## config.mk

```make
export PLATFORM = sky130hd
export DESIGN_NAME = sram_host
export DESIGN_NICKNAME = d
export VERILOG_FILES = /design/src/verilog/sram_host_pkg.sv /design/src/verilog/phase_timer_if.sv /design/src/verilog/phase_timer.sv /design/src/verilog/sram_host.sv
export SDC_FILE = /design/constraint.sdc
export NUM_CORES = 1
export LEC_CHECK = 0
export ABC_AREA = 1
export BUFFER_PORTS_ARGS = -buffer_cell sky130_fd_sc_hd__buf_2
export CORE_ASPECT_RATIO = 0.8
export CORE_MARGIN = 2
export CORE_UTILIZATION = 53
export CTS_CLUSTER_SIZE = 25
export DETAILED_ROUTE_END_ITERATION = 7
export PLACE_DENSITY = 0.82
export RECOVER_POWER = 25
export SETUP_SLACK_MARGIN = 0.5
export SYNTH_ARGS = -nofsm -noshare
export SYNTH_HDL_FRONTEND = slang
export SYNTH_HIERARCHICAL = 1
export SYNTH_SLANG_ARGS = --single-unit
```

## constraint.sdc

```tcl
create_clock -name ref_clk_in -period 2.52 [get_ports ref_clk_in]
set_input_delay 0.756 -clock ref_clk_in [delete_from_list [all_inputs] [get_ports ref_clk_in]]
set_output_delay 0.756 -clock ref_clk_in [all_outputs]
set_load 0.02 [all_outputs]
```

## src/verilog/sram_host_pkg.sv

```systemverilog
// Constants, timing and state encoding for the static memory host controller.
// Operation
// - Write starts only when select, strobe and a lane are active.
// - Write ends as soon as select, strobe or lanes go inactive.
// - Controller never drives data while the memory drives the bus.
// - After retention supply returns, wait recovery time before access.
package sram_host_pkg;

	// ------------------------------------------------------------------
	// Geometry
	// ------------------------------------------------------------------
	localparam int unsigned ADDR_W = 19;
	localparam int unsigned DATA_W = 16;
	localparam int unsigned WORDS = 524288;
	localparam int unsigned LANE_LO = 0;
	localparam int unsigned LANE_HI = 1;

	// ------------------------------------------------------------------
	// Timing, in nanoseconds (recovery in milliseconds) and in cycles of the 100 MHz clock
	// ------------------------------------------------------------------
	localparam int unsigned CLK_PERIOD_NS = 10;
	localparam int unsigned T_ACCESS_NS = 55;
	localparam int unsigned T_WP_NS = 40;
	localparam int unsigned T_OHZ_NS = 20;
	localparam int unsigned T_REC_MS = 5;
	localparam int unsigned RD_CYC =
		(T_ACCESS_NS + CLK_PERIOD_NS - 1) / CLK_PERIOD_NS;
	localparam int unsigned WP_CYC =
		(T_WP_NS + CLK_PERIOD_NS - 1) / CLK_PERIOD_NS;
	localparam int unsigned TURN_CYC =
		(T_OHZ_NS + CLK_PERIOD_NS - 1) / CLK_PERIOD_NS;
	localparam int unsigned REC_CYC =
		(T_REC_MS * 1000000 + CLK_PERIOD_NS - 1) / CLK_PERIOD_NS;
	localparam int unsigned TMR_W = 20;

	// ------------------------------------------------------------------
	// Reset values of the pin registers
	// ------------------------------------------------------------------
	localparam logic [ADDR_W-1:0] ADDR_RST = 19'h00000;
	localparam logic [DATA_W-1:0] DATA_RST = 16'h0000;

	// ------------------------------------------------------------------
	// Controller states
	// ------------------------------------------------------------------
	typedef enum logic [7:0] {
		ST_IDLE = 8'h01,
		ST_RECOVER = 8'h02,
		ST_RD = 8'h04,
		ST_TURN = 8'h08,
		ST_WR_SETUP = 8'h10,
		ST_WR_PULSE = 8'h20,
		ST_WR_END = 8'h40
	} state_t;

endpackage
```

## src/verilog/phase_timer_if.sv

```systemverilog
// Interface between the controller and its phase timer.
interface phase_timer_if;
	logic load;
	logic [sram_host_pkg::TMR_W-1:0] value;
	logic zero;

	modport owner (output load, output value, input zero);
	modport timer (input load, input value, output zero);
endinterface

```

## src/verilog/phase_timer.sv

```systemverilog
// Down counter that times the phases of a memory cycle.
module phase_timer (
	// Clock and reset
	input wire logic ref_clk_in,
	input wire logic nrst_in,
	// Control from the owning state machine
	phase_timer_if.timer tmr
);

	logic [sram_host_pkg::TMR_W-1:0] cnt_q;

	// A load wins over counting so a phase always starts from its full length.
	always_ff @(posedge ref_clk_in or negedge nrst_in) begin
		if (!nrst_in) begin
			cnt_q <= '0;
		end else if (tmr.load) begin
			cnt_q <= tmr.value;
		end else if (cnt_q != '0) begin
			cnt_q <= cnt_q - 1'b1;
		end
	end

	// The phase ends in the cycle in which the count reaches zero.
	assign tmr.zero = (cnt_q == '0);

endmodule

```

## src/verilog/sram_host.sv

```systemverilog
// Host controller that runs word and lane accesses on an asynchronous memory.
module sram_host #(
	parameter int unsigned REC_CYCLES = sram_host_pkg::REC_CYC
) (
	// Clock and reset
	input wire logic ref_clk_in,
	input wire logic nrst_in,
	// User request port
	input wire logic req_in,
	input wire logic write_in,
	input wire logic [sram_host_pkg::ADDR_W-1:0] addr_in,
	input wire logic [sram_host_pkg::DATA_W-1:0] wdata_in,
	input wire logic [1:0] lane_en_in,
	output logic ready_out,
	output logic done_out,
	output logic rdata_valid_out,
	output logic [sram_host_pkg::DATA_W-1:0] rdata_out,
	// Power management
	input wire logic retention_in,
	input wire logic power_restored_in,
	output logic recovering_out,
	// Memory pins
	output logic [sram_host_pkg::ADDR_W-1:0] word_index_out,
	output logic sel_n_out,
	output logic wr_n_out,
	output logic oe_n_out,
	output logic low_lane_sel_n_out,
	output logic high_lane_sel_n_out,
	output logic [sram_host_pkg::DATA_W-1:0] shared_data_lines_out,
	output logic shared_data_lines_oe_n_out,
	input wire logic [sram_host_pkg::DATA_W-1:0] shared_data_lines_in
);

	// ------------------------------------------------------------------
	// State and phase timer
	// ------------------------------------------------------------------
	sram_host_pkg::state_t state_q;
	sram_host_pkg::state_t state_d;
	logic take;
	logic [1:0] lane_q;
	logic [1:0] lane_now;
	logic [sram_host_pkg::TMR_W-1:0] rec_len;

	phase_timer_if tmr ();

	phase_timer u_timer (
		.ref_clk_in(ref_clk_in),
		.nrst_in(nrst_in),
		.tmr(tmr)
	);

	assign rec_len = sram_host_pkg::TMR_W'(REC_CYCLES - 1);

	// A request is taken only while idle and not holding retention.
	assign take = req_in && (state_q == sram_host_pkg::ST_IDLE) &&
		!retention_in && !power_restored_in;

	// Lanes for the pin registers: fresh from the user on the taking edge.
	assign lane_now = take ? lane_en_in : lane_q;

	// ------------------------------------------------------------------
	// Next state and phase lengths
	// ------------------------------------------------------------------
	always_comb begin
		state_d = state_q;
		tmr.load = 1'b0;
		tmr.value = '0;
		case (state_q)
			sram_host_pkg::ST_IDLE: begin
				if (power_restored_in) begin
					state_d = sram_host_pkg::ST_RECOVER;
					tmr.load = 1'b1;
					tmr.value = rec_len;
				end else if (take && lane_en_in != 2'b00) begin
					if (write_in) begin
						state_d = sram_host_pkg::ST_WR_SETUP;
					end else begin
						state_d = sram_host_pkg::ST_RD;
						tmr.load = 1'b1;
						tmr.value = sram_host_pkg::TMR_W'(
							sram_host_pkg::RD_CYC - 1);
					end
				end
			end
			sram_host_pkg::ST_RECOVER: begin
				if (tmr.zero) begin
					state_d = sram_host_pkg::ST_IDLE;
				end
			end
			sram_host_pkg::ST_RD: begin
				if (tmr.zero) begin
					state_d = sram_host_pkg::ST_TURN;
					tmr.load = 1'b1;
					tmr.value = sram_host_pkg::TMR_W'(
						sram_host_pkg::TURN_CYC - 1);
				end
			end
			sram_host_pkg::ST_TURN: begin
				if (tmr.zero) begin
					state_d = sram_host_pkg::ST_IDLE;
				end
			end
			sram_host_pkg::ST_WR_SETUP: begin
				state_d = sram_host_pkg::ST_WR_PULSE;
				tmr.load = 1'b1;
				tmr.value = sram_host_pkg::TMR_W'(sram_host_pkg::WP_CYC - 1);
			end
			sram_host_pkg::ST_WR_PULSE: begin
				if (tmr.zero) begin
					state_d = sram_host_pkg::ST_WR_END;
				end
			end
			sram_host_pkg::ST_WR_END: begin
				state_d = sram_host_pkg::ST_IDLE;
			end
			default: begin
				state_d = sram_host_pkg::ST_IDLE;
			end
		endcase
	end

	// State register.
	always_ff @(posedge ref_clk_in or negedge nrst_in) begin
		if (!nrst_in) begin
			state_q <= sram_host_pkg::ST_IDLE;
		end else begin
			state_q <= state_d;
		end
	end

	// ------------------------------------------------------------------
	// Request capture
	// ------------------------------------------------------------------
	// Address, write data and lanes are held for the whole cycle.
	always_ff @(posedge ref_clk_in or negedge nrst_in) begin
		if (!nrst_in) begin
			lane_q <= 2'b00;
			word_index_out <= sram_host_pkg::ADDR_RST;
			shared_data_lines_out <= sram_host_pkg::DATA_RST;
		end else if (take) begin
			lane_q <= lane_en_in;
			word_index_out <= addr_in;
			shared_data_lines_out <= wdata_in;
		end
	end

	// ------------------------------------------------------------------
	// Memory control pins
	// ------------------------------------------------------------------
	// Pins follow the next state so that each one comes from a flip-flop
	// and changes on the same edge as the state it belongs to.
	always_ff @(posedge ref_clk_in or negedge nrst_in) begin
		if (!nrst_in) begin
			sel_n_out <= 1'b1;
			wr_n_out <= 1'b1;
			oe_n_out <= 1'b1;
			low_lane_sel_n_out <= 1'b1;
			high_lane_sel_n_out <= 1'b1;
			shared_data_lines_oe_n_out <= 1'b1;
		end else begin
			sel_n_out <= 1'b1;
			wr_n_out <= 1'b1;
			oe_n_out <= 1'b1;
			low_lane_sel_n_out <= 1'b1;
			high_lane_sel_n_out <= 1'b1;
			shared_data_lines_oe_n_out <= 1'b1;
			case (state_d)
				sram_host_pkg::ST_RD: begin
					sel_n_out <= 1'b0;
					oe_n_out <= 1'b0;
					low_lane_sel_n_out <= !lane_now[sram_host_pkg::LANE_LO];
					high_lane_sel_n_out <= !lane_now[sram_host_pkg::LANE_HI];
				end
				sram_host_pkg::ST_WR_SETUP,
				sram_host_pkg::ST_WR_END: begin
					// Strobe high at both ends frames the write.
					sel_n_out <= 1'b0;
					low_lane_sel_n_out <= !lane_now[sram_host_pkg::LANE_LO];
					high_lane_sel_n_out <= !lane_now[sram_host_pkg::LANE_HI];
					shared_data_lines_oe_n_out <= 1'b0;
				end
				sram_host_pkg::ST_WR_PULSE: begin
					sel_n_out <= 1'b0;
					wr_n_out <= 1'b0;
					low_lane_sel_n_out <= !lane_now[sram_host_pkg::LANE_LO];
					high_lane_sel_n_out <= !lane_now[sram_host_pkg::LANE_HI];
					shared_data_lines_oe_n_out <= 1'b0;
				end
				default: begin
					// Idle, recovery and turnaround keep the part deselected.
					sel_n_out <= 1'b1;
				end
			endcase
		end
	end

	// ------------------------------------------------------------------
	// User answers
	// ------------------------------------------------------------------
	// Unselected lanes read back as zero since the part leaves them floating.
	always_ff @(posedge ref_clk_in or negedge nrst_in) begin
		if (!nrst_in) begin
			rdata_out <= sram_host_pkg::DATA_RST;
			rdata_valid_out <= 1'b0;
		end else begin
			rdata_valid_out <= 1'b0;
			if (state_q == sram_host_pkg::ST_RD && tmr.zero) begin
				rdata_valid_out <= 1'b1;
				rdata_out <= {
					lane_q[sram_host_pkg::LANE_HI] ?
						shared_data_lines_in[15:8] : 8'h00,
					lane_q[sram_host_pkg::LANE_LO] ?
						shared_data_lines_in[7:0] : 8'h00
				};
			end
		end
	end

	// Done marks the end of a write, a read, or an empty-lane request.
	always_ff @(posedge ref_clk_in or negedge nrst_in) begin
		if (!nrst_in) begin
			done_out <= 1'b0;
		end else begin
			done_out <= (state_q == sram_host_pkg::ST_WR_END) ||
				(state_q == sram_host_pkg::ST_RD && tmr.zero) ||
				(take && lane_en_in == 2'b00);
		end
	end

	// Ready and recovery status.
	always_ff @(posedge ref_clk_in or negedge nrst_in) begin
		if (!nrst_in) begin
			ready_out <= 1'b0;
			recovering_out <= 1'b0;
		end else begin
			ready_out <= (state_d == sram_host_pkg::ST_IDLE) && !take;
			recovering_out <= (state_d == sram_host_pkg::ST_RECOVER);
		end
	end

	// ------------------------------------------------------------------
	// Checks
	// ------------------------------------------------------------------
	property p_no_contention;
		@(posedge ref_clk_in) disable iff (!nrst_in)
		!(!shared_data_lines_oe_n_out && !oe_n_out);
	endproperty
	a_no_contention: assert property (p_no_contention)
		else $error("Host drives data while the memory output is on.");

	property p_turnaround;
		@(posedge ref_clk_in) disable iff (!nrst_in)
		$rose(oe_n_out) |-> shared_data_lines_oe_n_out[*2];
	endproperty
	a_turnaround: assert property (p_turnaround)
		else $error("Data driven too soon after the output gate closed.");

	property p_write_start;
		@(posedge ref_clk_in) disable iff (!nrst_in)
		$fell(wr_n_out) |-> !sel_n_out && !shared_data_lines_oe_n_out &&
			!(low_lane_sel_n_out && high_lane_sel_n_out) &&
			$past(!sel_n_out);
	endproperty
	a_write_start: assert property (p_write_start)
		else $error("Write strobe fell without select, lane and data set.");

	property p_write_width;
		@(posedge ref_clk_in) disable iff (!nrst_in)
		$fell(wr_n_out) |-> (!wr_n_out)[*4] ##1 wr_n_out;
	endproperty
	a_write_width: assert property (p_write_width)
		else $error("Write strobe low for other than four cycles.");

	property p_write_end;
		@(posedge ref_clk_in) disable iff (!nrst_in)
		$rose(wr_n_out) |-> !sel_n_out && !shared_data_lines_oe_n_out
			##1 sel_n_out;
	endproperty
	a_write_end: assert property (p_write_end)
		else $error("Write end not framed by the strobe with data held.");

	property p_recovery_idle;
		@(posedge ref_clk_in) disable iff (!nrst_in)
		(state_q == sram_host_pkg::ST_IDLE && power_restored_in)
			|=> (sel_n_out && recovering_out)[*3];
	endproperty
	a_recovery_idle: assert property (p_recovery_idle)
		else $error("Memory selected during recovery time.");

	property p_read_hold;
		@(posedge ref_clk_in) disable iff (!nrst_in)
		$fell(oe_n_out) |-> (!oe_n_out && wr_n_out)[*6] ##1 oe_n_out;
	endproperty
	a_read_hold: assert property (p_read_hold)
		else $error("Read access not held for six cycles.");

endmodule

```

==> flow_summary.ini <==
[detailed_routing]
first_pass_iters = 7
vias = 3597
drc_errors = 0
ant_nets = 0
wl_per_cell_um = 13.9
drt-initial-drc-count = 340
avgViaCountPerCell = 5.01
finalWirelength_um = 9990

[synthesis]
postSynthAreaPerCell_um2 = 9.53
synthSimpleGateAreaFrac_pct = 25.0
synth-seq-cells = 91
synth_top_family_by_area = simple AND/OR/NAND/NOR gates
synth_fa_ha_area_share_pct = 0.567
netlist_area_um2 = 4410
ys_top_cells_by_area = dfrtp_1, nand2_1, mux2_4
async_reset_ff_share_pct = 100
synth_xor_area_share_pct = 1.19
synth_edf_count = 0
synth_cell_types = 35
synth_compound_area_share_pct = 3.94
synth_mux_area_share_pct = 11.8
syn_inst = 463
synth_top_cell_area_share_pct = 47.7
ys_seq_area_share_pct = 51.8
yosys.area.top_type = dfrtp_1
ys_warn_count = 6
ys.flop_type = dfrtp_1

[clocking]
clock_latency_ns = 0.36
cts.sinks = 91
hold_buffers = 0
cts_buffers = 9
path_clk_slew_ns = 0.09
clockBufferDepth = 2
tritoncts = done
root_buffer = clkbuf_8
cts.htree.levels = 3

[floorplanning]
io_pins = 120
rows = 29
die_h_um = 85.6
coreArea_um2 = 8020
die_area_um2 = 9070
initial_core_util_pct = 55.0
die_w_um = 106

[pwr]
leakage_nw = 2.98
power_density_nw_per_um2 = 889
share_seq_of_total_power_pct = 43.0
switchingPower_mw = 1.85
internal-power_mw = 3.02
switching_share_pct = 37.9
ir_drop_mv = 0.655
clock_power_share_pct = 21.0
combPwrFrac_pct = 36.0

[setup_path]
critPathMaxStageDelay_ns = 0.40
cp_slowest_cell = dfrtp_1
path_class = reg2reg
worstPathRequired_ns = 2.78
crit_path_start_kind = flip-flop
worstPathMaxFanout = 6
reg2reg_slack_ns = 0.54
endpoint_kind = flip-flop
timing.rr.end = u_timer/cnt_q[0]
r2r.worst_path.cells = 11
crit_chain = inv_2 > ha_2 > nand2_1 > nor4_1 > and3_2 > nand2_2 > nand3_4 > inv_2 > nand4_1 > nand2_1 > o21ai_0
critPathArrivalTime_ns = 2.24
rr_startpoint = u_timer/cnt_q[0]
crit_start = u_timer/cnt_q[0]

[timing]
fin_setup_tns_ns = 0
finalSetupViolations = 0
hold_viol_final = 0
clock_skew_ns = 0.0120
maxSlewViolCount = 0
min_period_ns = 1.98
fmax_ghz = 0.506
fin_crit_sh_pct = 78.5
rsz0062_at_grt = false

[grt]
antenna_found_initial = 0
grt_pass1_wl_um = 16400
grt_pass1_vias = 3539
grt_usage_pct = 22.9
grt_overflow = 0
grt_max_degree = 58

[hold_path]
holdCritPathClass = in2async

[status]
outcome = completed

[layout]
fin_util_pct = 68.4
fin_area_um2 = 5480
drive_above_1_share_pct = 37.2
nNetsFinal = 666
final_cell_mix = nand2_1, buf_2, dfrtp_1
diodes = 0
area.growth.synth_to_final_pct = 24.3
instances_no_fill = 718
final_common_cell = nand2_1

[place]
place_area_um2 = 5170
dp.cells = 693
dp_hpwl_um = 7100
gp_congestion = 0.931
portBuffers = 119

[job]
drv_cap = 0
[stage by stage]
stage	hold WS [ns]	setup slack, ns	total power, mW
2_1_floorplan	0.460	0.516	3.24
3_5_place_dp	0.471	0.322	3.76
3_3_place_gp	0.463	0.433	3.70
5_1_grt	0.342	0.471	5.16
6_report	0.331	0.542	4.87
4_1_cts	0.343	0.523	4.81
[routing by layer]
layer / up-vias / global-route usage (%) / wire length (um)
met2: 175 / 36.4 / 4530
met3: 15 / 6.00 / 808
met4: 0 / 6.94 / 135
li1: 1739 / - / -
met5: - / 0 / 0
met1: 1668 / 31.2 / 4510
[cells by family after synthesis]
kind of cell / Yosys count
DFF: 91
AOI/OAI and AO/OA: 34
other: 1
buffers and inverters: 55
xor gates and xnor gates: 6
and+or+nand+nor: 239
adders and majority gates: 2
muxes: 35
[area by class of cell]
| class | instances | area (um^2) |
|---|---|---|
| multi-input combinational | 326 | 1940 |
| sequential | 91 | 2290 |
| clock inverter | 6 | 72.6 |
| inverter | 42 | 160 |
| tap | 108 | 135 |
| timing repair buffer | 135 | 747 |
| clock buffer | 10 | 138 |
| fill | 574 | 2540 |
[state kept, by name (all words and copies together) (netlist names)]
register / cells
shared_data_lines_oe_n_out: 1
rdata_out: 16
oe_n_out: 1
low_lane_sel_n_out: 1
high_lane_sel_n_out: 1
recovering_out: 1
word_index_out: 19
state_q: 8
u_timer/cnt_q: 20
shared_data_lines_out: 16
lane_q: 2
done_out: 1
ready_out: 1
sel_n_out: 1
rdata_valid_out: 1
wr_n_out: 1
[power by group through the flow]
stage / combinational [mW] / clock (mW) / sequential [mW]
2_1_floorplan: 0.973 / 0 / 2.27
3_3_place_gp: 1.62 / 0 / 2.08
3_5_place_dp: 1.68 / 0 / 2.08
4_1_cts: 1.69 / 1.04 / 2.08
5_1_grt: 1.92 / 1.11 / 2.14
6_report: 1.75 / 1.02 / 2.09
[synthesized netlist by cell type, types with 2 or more instances]
library cell,n
buf_6,4
ha_1,2
nand3b_1,6
o21ai_0,26
buf_2,2
dfstp_2,7
xor2_1,4
nand2_1,143
o21ai_1,6
xnor2_1,2
nor2_4,6
nand2_2,6
clkbuf_1,4
mux2_4,34
nand4_1,10
nor2_2,6
nor2_1,36
dfrtp_1,84
nand3_1,17
nand2_4,3
inv_1,40
buf_1,2
[worst max-delay path by stage]
stage               cells past startpoint  slack [ns]                 end
floorplan                              13        0.52   u_timer/cnt_q[14]
global placement                       10        0.43    u_timer/cnt_q[5]
detailed placement                     13        0.32    u_timer/cnt_q[0]
CTS                                    13        0.52  low_lane_sel_n_out
global route                           12        0.47    u_timer/cnt_q[0]
finish                                 11        0.54    u_timer/cnt_q[0]
[critical path: cells and delay by family (launching register included)]
family | cells | cell delay (ns)
buffers and inverters | 2 | 0.16
flip-flops | 1 | 0.40
AO/OA/AOI/OAI | 1 | 0.10
adder cells (fa/ha/maj) | 1 | 0.18
AND/OR/NAND/NOR | 7 | 1.06
[repair_timing]
action / 4_1_cts / 5_1_grt
endpoints found under the setup margin: 4 / 21
gates resized for setup: 3 / 7
setup buffers: 1 / 8
pin swaps: 1 / 4
Note: power is estimated with default switching activity, not from simulation.
